==> src/dpc_pkg.sv <==
// Package for the dual-port RAM host controller: pin carriers, timing counts and commands.
// Assumes a single 20 MHz system clock; the RAM itself is clockless and sits outside.
package dpc_pkg;

    // ****************************************************************
    // Timing
    // ****************************************************************
    localparam int CLK_PERIOD_NS          = 50;
    localparam int ACCESS_TIME_NS         = 20;
    localparam int FLOWTHROUGH_DELAY_NS   = 20;
    localparam int BUSY_FROM_MATCH_DELAY_NS  = 20;
    localparam int BUSY_FROM_SELECT_DELAY_NS = 20;
    localparam int TOKEN_UPDATE_PULSE_NS  = 10;
    localparam int WRITE_PULSE_NS         = 20;
    localparam int ACCESS_CYC   = (ACCESS_TIME_NS + CLK_PERIOD_NS - 1) / CLK_PERIOD_NS;
    localparam int FLOW_CYC     = (FLOWTHROUGH_DELAY_NS + CLK_PERIOD_NS - 1) / CLK_PERIOD_NS;
    localparam int BUSY_SETTLE_CYC =
        (((BUSY_FROM_MATCH_DELAY_NS > BUSY_FROM_SELECT_DELAY_NS) ? BUSY_FROM_MATCH_DELAY_NS
          : BUSY_FROM_SELECT_DELAY_NS) + CLK_PERIOD_NS - 1) / CLK_PERIOD_NS;
    localparam int UPDATE_CYC   = (TOKEN_UPDATE_PULSE_NS + CLK_PERIOD_NS - 1) / CLK_PERIOD_NS;
    localparam int WRITE_CYC    = (WRITE_PULSE_NS + CLK_PERIOD_NS - 1) / CLK_PERIOD_NS;

    // ****************************************************************
    // Geometry and mailboxes
    // ****************************************************************
    localparam int ADDR_W = 17;
    localparam int DATA_W = 9;
    localparam logic [16:0] MBOX_RIGHT_64K  = 17'h0ffff;
    localparam logic [16:0] MBOX_LEFT_64K   = 17'h0fffe;
    localparam logic [16:0] MBOX_RIGHT_128K = 17'h1ffff;
    localparam logic [16:0] MBOX_LEFT_128K  = 17'h1fffe;
    localparam int TOKEN_COUNT = 8;
    localparam int TOKEN_SEL_W = 3;

    // ****************************************************************
    // Commands and pin carriers
    // ****************************************************************
    typedef enum logic [1:0] {
        DPC_CMD_READ     = 2'b00,
        DPC_CMD_WRITE    = 2'b01,
        DPC_CMD_TOK_READ = 2'b10,
        DPC_CMD_TOK_WRITE= 2'b11
    } dpc_cmd_t;

    typedef struct packed {
        dpc_cmd_t            cmd;
        logic [ADDR_W-1:0]   addr;
        logic [DATA_W-1:0]   wdata;
    } dpc_req_t;

    typedef struct packed {
        logic chip_select_n;
        logic token_latch_select_n;
        logic output_enable_n;
        logic read_write_n;
    } dpc_strobe_t;

endpackage : dpc_pkg

==> src/dpc_host.sv <==
// Host-side controller for one port of an asynchronous dual-port RAM with mailbox and tokens.
// Assumes the RAM's port pins are wired straight to this module and sampled on sys_clk.
// Summary of operation
// [RQ1] Memory read drives output enable and chip select together, then waits access time.
// [RQ2] Token read drives token select instead of chip select, plus output enable.
// [RQ3] A read after the far port writes waits the flowthrough delay first.
// [RQ4] Highest address is the right port's mailbox.
// [RQ5] Second-highest address is the left port's mailbox.
// [RQ6] Writing the far mailbox raises the owner's interrupt.
// [RQ7] Reading one's own mailbox clears one's interrupt.
// [RQ8] Reading the far mailbox clears nothing.
// [RQ9] A busy port's write to the far mailbox sets no interrupt.
// [RQ10] A busy port's read of its own mailbox clears nothing.
// [RQ11] Matching addresses are arbitrated; the loser sees busy.
// [RQ12] Strap high makes busy an output, strap low an input.
// [RQ13] Writes wait until the busy input has settled; token writes here skip ST_SETTLE and go straight to ST_ACCESS.
// [RQ14] Port deselects and floats data when neither select is active.
// [RQ15] Eight token latches; request by writing zero, confirm by reading back.
// [RQ16] Selects stay inactive for the update pulse between token write and read.
// [RQ17] Token access keeps chip select inactive; low three address bits choose the latch.
// [RQ18] Token write uses only data bit 0.
// [RQ19] A granted token reads zero to owner and one to the other port.
// [RQ20] Owner writing one with nothing pending frees the token.
// [RQ21] A pending request takes the token when the owner releases it.
// [RQ22] Token reads drive the value on all data lines, latched.
// [RQ23] Simultaneous token requests grant exactly one side.
// [RQ24] Chip select and token select are never active together.
// [RQ25] Interrupt and busy pins are active low.
`timescale 1ns/10ps
module dpc_host
    import dpc_pkg::*;
#(
    parameter int ACC_CYCLES    = ACCESS_CYC,
    parameter int FLOW_CYCLES   = FLOW_CYC,
    parameter int SETTLE_CYCLES = BUSY_SETTLE_CYC,
    parameter int UPDATE_CYCLES = UPDATE_CYC,
    parameter int WR_CYCLES     = WRITE_CYC
) (
    input  wire logic              sys_clk,
    input  wire logic              reset_n,
    input  wire logic              req_valid,
    output logic                   req_ready,
    input  wire dpc_req_t          req,
    input  wire logic              far_write_seen,
    output logic                   rsp_valid,
    output logic [DATA_W-1:0]      rsp_data,
    output logic                   rsp_busy,
    output logic                   mailbox_irq,
    output logic [ADDR_W-1:0]      ram_addr,
    output logic [DATA_W-1:0]      ram_data_out,
    output logic                   ram_data_oe,
    input  wire logic [DATA_W-1:0] ram_data_in,
    output dpc_strobe_t            ram_strobe,
    input  wire logic              ram_busy_n,
    input  wire logic              ram_irq_n
);

    // ****************************************************************
    // Sequencer
    // ****************************************************************
    typedef enum logic [2:0] {
        ST_IDLE   = 3'b000,
        ST_FLOW   = 3'b001,
        ST_SETTLE = 3'b010,
        ST_ACCESS = 3'b011,
        ST_GAP    = 3'b100
    } dpc_state_t;

    dpc_state_t        state_q;
    dpc_req_t          cur_q;
    logic [7:0]        cnt_q;
    logic              flow_pend_q;
    logic              tok_recent_q;
    logic              drive_now;
    logic              last_now;

    function automatic logic is_token(input dpc_cmd_t c);
        return c[1];
    endfunction : is_token

    function automatic logic is_write(input dpc_cmd_t c);
        return c[0];
    endfunction : is_write

    // Strobes are registered, so they go active one edge after the state enters the access phase.
    // The extra count keeps them asserted for the full access length, even at one cycle.
    function automatic logic [7:0] access_len(input dpc_cmd_t c);
        return 8'((is_write(c) ? WR_CYCLES : ACC_CYCLES) + 1);
    endfunction : access_len

    assign req_ready   = (state_q == ST_IDLE);
    assign drive_now   = (state_q == ST_ACCESS) && (cnt_q > 8'h01);
    assign last_now    = (state_q == ST_ACCESS) && (cnt_q <= 8'h01);
    assign mailbox_irq = ~ram_irq_n;                                      // [RQ25]

    // Far-side writes arm a flowthrough wait so the next read is deterministic.
    // Only a finished read consumes the wait; an own write in between must not discard it.
    always_ff @(posedge sys_clk or negedge reset_n) begin
        if (!reset_n) begin
            flow_pend_q <= 1'b0;
        end else if (far_write_seen) begin
            flow_pend_q <= 1'b1;                                          // [RQ3]
        end else if (last_now && !is_write(cur_q.cmd)) begin
            flow_pend_q <= 1'b0;
        end
    end

    always_ff @(posedge sys_clk or negedge reset_n) begin
        if (!reset_n) begin
            state_q      <= ST_IDLE;
            cur_q        <= '0;
            cnt_q        <= 8'h00;
            tok_recent_q <= 1'b0;
        end else begin
            unique case (state_q)
                ST_IDLE: begin
                    if (req_valid) begin
                        cur_q <= req;
                        if (!is_write(req.cmd) && flow_pend_q) begin
                            state_q <= ST_FLOW;                           // [RQ3]
                            cnt_q   <= 8'(FLOW_CYCLES);
                        end else if (is_token(req.cmd) && !is_write(req.cmd) && tok_recent_q) begin
                            state_q <= ST_GAP;                            // [RQ16]
                            cnt_q   <= 8'(UPDATE_CYCLES);
                        end else if (is_write(req.cmd) && !is_token(req.cmd)) begin
                            state_q <= ST_SETTLE;                         // [RQ13]
                            cnt_q   <= 8'(SETTLE_CYCLES);
                        end else begin
                            state_q <= ST_ACCESS;
                            cnt_q   <= access_len(req.cmd);
                        end
                    end
                end
                ST_FLOW, ST_GAP, ST_SETTLE: begin
                    if (cnt_q <= 8'h01) begin
                        state_q <= ST_ACCESS;
                        cnt_q   <= access_len(cur_q.cmd);
                    end else begin
                        cnt_q <= cnt_q - 8'h01;
                    end
                end
                ST_ACCESS: begin
                    if (cnt_q <= 8'h01) begin
                        state_q      <= ST_IDLE;
                        // Only a token read right after a token write needs the update gap.
                        tok_recent_q <= is_token(cur_q.cmd) && is_write(cur_q.cmd);
                        cnt_q        <= 8'h00;
                    end else begin
                        cnt_q <= cnt_q - 8'h01;
                    end
                end
                default: begin
                    state_q <= ST_IDLE;
                end
            endcase
        end
    end

    // ****************************************************************
    // Pin drive
    // ****************************************************************
    // Both selects are inactive outside an access so the port powers down and floats.
    always_ff @(posedge sys_clk or negedge reset_n) begin
        if (!reset_n) begin
            ram_strobe <= '{1'b1, 1'b1, 1'b1, 1'b1};                      // [RQ14]
        end else if (drive_now) begin
            // Token access keeps chip select high; memory access keeps token select high.
            ram_strobe.chip_select_n        <= is_token(cur_q.cmd);       // [RQ1] [RQ24]
            ram_strobe.token_latch_select_n <= ~is_token(cur_q.cmd);      // [RQ2] [RQ17]
            ram_strobe.output_enable_n      <= is_write(cur_q.cmd);       // [RQ1] [RQ2]
            ram_strobe.read_write_n         <= ~is_write(cur_q.cmd);
        end else begin
            ram_strobe <= '{1'b1, 1'b1, 1'b1, 1'b1};                      // [RQ14] [RQ16]
        end
    end

    // The address is held after an access; with both selects high the port ignores it.
    always_ff @(posedge sys_clk or negedge reset_n) begin
        if (!reset_n) begin
            ram_addr <= '0;
        end else if (drive_now) begin
            ram_addr <= is_token(cur_q.cmd)
                      ? {{(ADDR_W-TOKEN_SEL_W){1'b0}}, cur_q.addr[TOKEN_SEL_W-1:0]}
                      : cur_q.addr;                                       // [RQ17]
        end
    end

    // The data drivers are released as soon as the write strobe ends.
    always_ff @(posedge sys_clk or negedge reset_n) begin
        if (!reset_n) begin
            ram_data_out <= '0;
            ram_data_oe  <= 1'b0;
        end else if (drive_now) begin
            ram_data_out <= is_token(cur_q.cmd)
                          ? {{(DATA_W-1){1'b0}}, cur_q.wdata[0]}          // [RQ18] [RQ15]
                          : cur_q.wdata;
            ram_data_oe  <= is_write(cur_q.cmd);
        end else begin
            ram_data_oe  <= 1'b0;
        end
    end

    // ****************************************************************
    // Answer capture
    // ****************************************************************
    always_ff @(posedge sys_clk or negedge reset_n) begin
        if (!reset_n) begin
            rsp_valid <= 1'b0;
        end else begin
            rsp_valid <= last_now;
        end
    end

    // Data and busy are sampled in the last driven cycle, after the access delay has passed.
    // A busy answer means the far port won the location; the caller must retry the access.
    always_ff @(posedge sys_clk or negedge reset_n) begin
        if (!reset_n) begin
            rsp_data <= '0;
            rsp_busy <= 1'b0;
        end else if (last_now) begin
            rsp_data <= is_write(cur_q.cmd) ? '0 : ram_data_in;          // [RQ22] [RQ19]
            rsp_busy <= ~ram_busy_n;                                      // [RQ11] [RQ25]
        end
    end

endmodule : dpc_host

==> config.mk <==
export PLATFORM = sky130hd
export DESIGN_NAME = dpc_host
export DESIGN_NICKNAME = d
export VERILOG_FILES = /design/src/dpc_pkg.sv /design/src/dpc_host.sv
export SDC_FILE = /design/constraint.sdc
export NUM_CORES = 1
export LEC_CHECK = 0
export BUFFER_PORTS_ARGS = -buffer_cell sky130_fd_sc_hd__buf_2
export CORE_UTILIZATION = 53
export CTS_BUF_LIST = sky130_fd_sc_hd__clkbuf_16
export DETAILED_ROUTE_END_ITERATION = 6
export PLACE_DENSITY = 0.81
export SLEW_MARGIN = 10
export SYNTH_ARGS = -nofsm -noshare
export SYNTH_HDL_FRONTEND = slang
export SYNTH_SLANG_ARGS = --single-unit
==> constraint.sdc <==
create_clock -name sys_clk -period 2.2 [get_ports sys_clk]
set_input_delay 0.11 -clock sys_clk [delete_from_list [all_inputs] [get_ports sys_clk]]
set_output_delay 0.11 -clock sys_clk [all_outputs]
set_load 0.01 [all_outputs]
* After elaboration in Yosys (flattened, before gate mapping)
Cells that the tools add are included.
** Storage, ports and cells
- Register bits :: 83
- Output and inout bits :: 44
- Logic and storage cells :: 71
- Input port bits :: 43
** Cells by class
- Eq/ne operators :: 7
- Bitwise gates (word level) :: 4
- Mux-type cells :: 21
- Add/sub/neg operators :: 1
- Order comparisons :: 2
- Reduce and logical (&&, ||, !) cells :: 19
** Operators with widths (count)
- $mux 8 :: 3
- $pmux 8 s3 :: 1
- $mux 9 :: 2
- $mux 17 :: 1
- $mux 3 :: 5
- $pmux 3 s3 :: 1
- $gt 8x1->1 const B :: 1
- $le 8x1->1 const B :: 1
- $logic_and 1x1->1 :: 8
- $sub 8x1->8 const B :: 1
- $eq 3x2->1 const B :: 2
- $mux 2 :: 3
- $reduce_and 2->1 :: 3
- $mux 1 :: 4
- $mux 4 :: 1
- $ne 2x2->1 const B :: 2
- $not 1->1 :: 4
- $eq 3x1->1 const B :: 1
- $eq 3x3->1 const B :: 1
- $logic_not 1->1 :: 3
- $logic_not 3->1 :: 1
- $reduce_and 3->1 :: 1
- $reduce_bool 3->1 :: 1
- $reduce_or 3->1 :: 1
- 2 further kinds :: 2

* Logic depth before layout (Yosys ltp)
- Depth after elaboration :: 7
- Mapped depth :: 7
- Gate-level depth less buffers :: 6

* Worst setup path before layout
Ideal clock, no wire load.
- Path type :: register to register
- Start :: register cnt_q[3]
- End :: register ram_addr[0]
- Setup time :: 0.125 ns
- Required time :: 2.075 ns
- Data arrival time :: 1.808 ns
- Path buffers :: 1
- Slack :: 0.267 ns
- Cell stages (with the launch flop) :: 5
- Cell sequence :: dfrtp_1 -> or4_4 -> o31ai_4 -> buf_4 -> mux2_2
** On the way
- Cells in the longest elaborated chain, start to end :: 2
** RTL lines
- start, declared :: line dpc_host.sv:71 : logic [7:0] cnt_q;
- start signal, assigned :: line dpc_host.sv:121 : cnt_q <= 8'(FLOW_CYCLES);
- start signal, assigned :: line dpc_host.sv:124 : cnt_q <= 8'(UPDATE_CYCLES);
- start signal, assigned :: line dpc_host.sv:127 : cnt_q <= 8'(SETTLE_CYCLES);
- $gt 8x1->1 :: line dpc_host.sv:92 : assign drive_now = (state_q == ST_ACCESS) && (cnt_q > 8'h01);
- $logic_and 1x1->1 :: line dpc_host.sv:92
- end signal, assigned :: line dpc_host.sv:182 : ram_addr <= is_token(cur_q.cmd)
- end, declared :: line dpc_host.sv:49 : output logic [ADDR_W-1:0] ram_addr,
No other way between the ends.
A chain may end at the register's enable or synchronous reset.

* Final worst setup path
- Start :: register cnt_q[3]
- End :: register ram_addr[7]
Same word-level chain as after synthesis.

==> summary.md <==
| Metric | Value |
|---|---|
| Run status | `finished with violations` |
| Failing checks | `DRC` |
| Count of unique library cells instantiated by Yosys | `43` |
| Number of global-route vias before repair | `2530` |
| Max cap viols | `0` |
| Initial antenna violation count | `0` |
| Measured slew at the worst slew-check pin | `0.713 ns` |
| Share of the clock period used by the worst path | `roughly 93%` |
| Startpoint class of the critical path | `register` |
| Share of synthesized area occupied by flip-flops and latches | `58.1%` |
| Vias/cell | `5.33` |
| Initial Utilization | `55.8%` |
| Clock edge transition at the registers on the reported setup and hold paths | `about 0.06 ns` |
| H-tree level count | `3` |
| Most frequent cells in the layout | `85 x sky130_fd_sc_hd__buf_2, 79 x sky130_fd_sc_hd__dfrtp_1, 34 x sky130_fd_sc_hd__o21ai_0, 31 x sky130_fd_sc_hd__mux2_2, 29 x sky130_fd_sc_hd__nand2_1` |
| Ratio of cells with drive above 1 in the final layout | `37.5%` |
| Number of detailed-route iterations in the first pass | `6` |
| All-Layer GR Usage | `21.9%` |
| Worst Hold Slack | `0.00783 ns` |
| Die Y | `84.2 microns` |
| Final Cell Area | `0.00444 sq mm` |
| Clock latency on the worst-skew pair | `0.33 ns` |
| Synthesis warning total | `0` |
| Leak | `2.12 nW` |
| Detailed-route wire length | `between 7000 and 8000 microns` |
| Startpoint of the worst-slack reg-to-reg timing path | `cnt_q[3]$_DFFE_PN0P_` |
| Post-detailed-route DRC marker count | `10` |
| Cell at the root of the clock tree | `sky130_fd_sc_hd__clkbuf_16` |
| Clk_skew | `roughly 0.0065 ns` |
| # setup viols final | `0` |
| VDD IR max | `0.874 mV` |
| Die W | `84.2 microns` |
| Number of sinks handled by clock tree synthesis | `between 80 and 90` |
| Via count | `2587` |
| Instance count along the most critical hold path | `2` |
| Maximum clock insertion buffer count | `2` |
| Ports placed on the boundary | `87` |
| Data arrival time of the critical path | `2.25 ns` |
| Capture point of the worst reg-to-reg path | `ram_addr[7]$_DFFE_PN0N_` |
| Wire length of the first global-routing pass | `11900 microns` |
| R2R depth | `4` |
| RSZ-0062 raised after global routing | `false` |
| Antenna diode instance count | `0` |
| Overall die area | `between 0.007 and 0.008 sq mm` |
| Overall overflow remaining after global route | `0` |
| Peak clock frequency supported by timing | `487 MHz` |
| Post-Synthesis Cell Area | `0.00358 sq mm` |
| Most frequently used flop master after synthesis | `sky130_fd_sc_hd__dfrtp_1` |
| Max-Slew Margin vs Limit | `approximately 52%` |
| Fraction of registers with async set or reset after synthesis | `between 90% and 100%` |
| Net count of the mapped netlist | `359` |
| Count of final hold-check violations | `0` |
| Category of the most critical setup path | `reg2reg` |
| Average instance area after synthesis | `11.4 sq um` |
| Pwr/cell area | `1480 mW/mm^2` |
| Maximum number of pins on one net before global-route repair | `between 40 and 50` |
| Yosys reg bits | `83` |
| TritonCTS Buffers | `9` |
| Period minus WS final | `roughly 2.1 ns` |
| Layout area overhead | `24.0%` |
| Average detailed-routed wire length per instance | `14.7 microns` |
| Worst-case register-to-register setup slack | `0.14 ns` |
| IO Port Bufs | `86` |
| Synthesized instance count | `between 300 and 400` |
| Worst-path maximum fanout | `44` |
| DP Wirelength | `4770 microns` |
| Number of pins exceeding their max-slew limit in the final report | `0` |
| Capture endpoint of the worst hold path | `cur_q[7]$_DFFE_PN0P_` |
| Worst Path Required | `about 2.4 ns` |
| Hold Crit Class | `in2reg` |
| Clock tree from TritonCTS | `done` |
| Number of flops mapped to enable cells by yosys | `0` |
| Antenna-violating nets left | `0` |
| Capturing element type of the critical path | `register` |
| Min-delay src | `req[7]` |
| Final Wtd Congestion | `0.872` |
| Area inside the core boundary | `0.00642 sq mm` |
| Accumulated negative setup slack | `0 ns` |
| Total placed instance area | `between 0.004 and 0.005 sq mm` |
| Most frequent standard cell in the layout excluding fill and tap cells | `sky130_fd_sc_hd__buf_2` |
| Floorplan row count | `29` |
| Number of DRC markers after the initial detailed-route iteration | `around 100` |
| Final-stage net count | `roughly 450` |
## power breakdown
| group | switching (mW) | total, mW | internal, mW |
|---|---|---|---|
| Combinational | 1.23 | 2.32 | 1.09 |
| Clock | 0.569 | 1.55 | 0.981 |
| Sequential | 0.478 | 2.71 | 2.23 |
## critical path, stage by stage (launching register included)
cell and delay (ns):
sky130_fd_sc_hd__dfrtp_1 0.42, sky130_fd_sc_hd__or4_4 0.63, sky130_fd_sc_hd__o31ai_4 0.48, sky130_fd_sc_hd__buf_12 0.25
sky130_fd_sc_hd__o21ai_0 0.14
## repair_timing
| action | CTS | global route |
|---|---|---|
| setup endpoints to repair | 0 | 2 |
| resized for setup | 0 | 1 |
| endpoints found under the hold margin | 43 | 0 |
| hold buffers | 3 | 0 |
| buffers inserted | 0 | 0 |
## final cells by class
cell class / instances / area, sq um
fillers: 479 / 1980
multi-input cells: 197 / 1350
inverters: 17 / 63.8
well taps: 77 / 96.3
repair buffers: 96 / 541
flip-flops and latches: 83 / 2080
clock buffers: 9 / 225
clock inverters: 6 / 83.8
## registers in the layout, summed over array words and instances (netlist names)
register      flops
cnt_q             8
cur_q            28
flow_pend_q       1
ram_addr         17
ram_data_oe       1
ram_data_out      9
ram_strobe        4
rsp_busy          1
rsp_data          9
rsp_valid         1
state_q           3
tok_recent_q      1
## synth_stat cells, types with 4 or more instances
master	instances	share of area [%]
sky130_fd_sc_hd__buf_2	8	1.1
sky130_fd_sc_hd__buf_4	4	0.84
sky130_fd_sc_hd__clkbuf_1	5	0.52
sky130_fd_sc_hd__dfrtp_1	79	55
sky130_fd_sc_hd__dfstp_2	4	2.9
sky130_fd_sc_hd__inv_1	17	1.8
sky130_fd_sc_hd__mux2_2	31	9.7
sky130_fd_sc_hd__nand2_1	29	3.0
sky130_fd_sc_hd__nand2b_1	23	4.0
sky130_fd_sc_hd__nand3_1	12	1.7
sky130_fd_sc_hd__nor2_1	14	1.5
sky130_fd_sc_hd__nor3_1	6	0.84
sky130_fd_sc_hd__o21ai_0	34	4.8
sky130_fd_sc_hd__xor2_1	6	1.5
## per-stage QoR
stage | utilization (%) | total power, mW | worst slack [ns] | std cells
finish | 69.1 | 6.58 | 0.145 | 485
global placement | 63.8 | 4.90 | 0.169 | 467
detailed placement | 63.8 | 5.03 | 0.110 | 467
CTS | 69.1 | 6.62 | 0.0828 | 485
floorplan | - | 4.28 | 0.267 | 314
global route | 69.1 | 7.01 | 0.0219 | 485
## how the worst max path moves through the flow
stage,start,to,slack (ns)
finish,cnt_q[3]$_DFFE_PN0P_,ram_addr[7]$_DFFE_PN0N_,0.14
global route,cnt_q[3]$_DFFE_PN0P_,rsp_data[2]$_DFFE_PN0P_,0.02
CTS,cnt_q[0]$_DFFE_PN0P_,state_q[0]$_DFFE_PN0P_,0.08
detailed placement,cnt_q[0]$_DFFE_PN0P_,state_q[0]$_DFFE_PN0P_,0.11
global placement,cnt_q[0]$_DFFE_PN0P_,state_q[0]$_DFFE_PN0P_,0.17
floorplan,cnt_q[3]$_DFFE_PN0P_,ram_addr[0]$_DFFE_PN0N_,0.27
## kinds of logic after synthesis
kind of cell               Yosys count  share of synthesized area [%]
DFF                                 83                           58.1
and+or+nand+nor                    107                           16.4
xor gates and xnor gates             6                           1.47
adders and majority gates            2                          0.699
buffers and inverters               34                           4.26
muxes                               33                           10.3
AOI/OAI and AO/OA                   49                           8.74
## metal layers
layer  routed length, microns  track usage (%)  up-vias  part of all wire, %
met5                        0                0        -                    0
met4                      142             10.3        0                  2.0
met3                      405             5.01       10                  5.7
met2                     3520             35.8       79                   49
met1                     3080             28.1     1256                   43
li1                         -                -     1242                    -
Note: power is estimated with default switching activity, not from simulation.
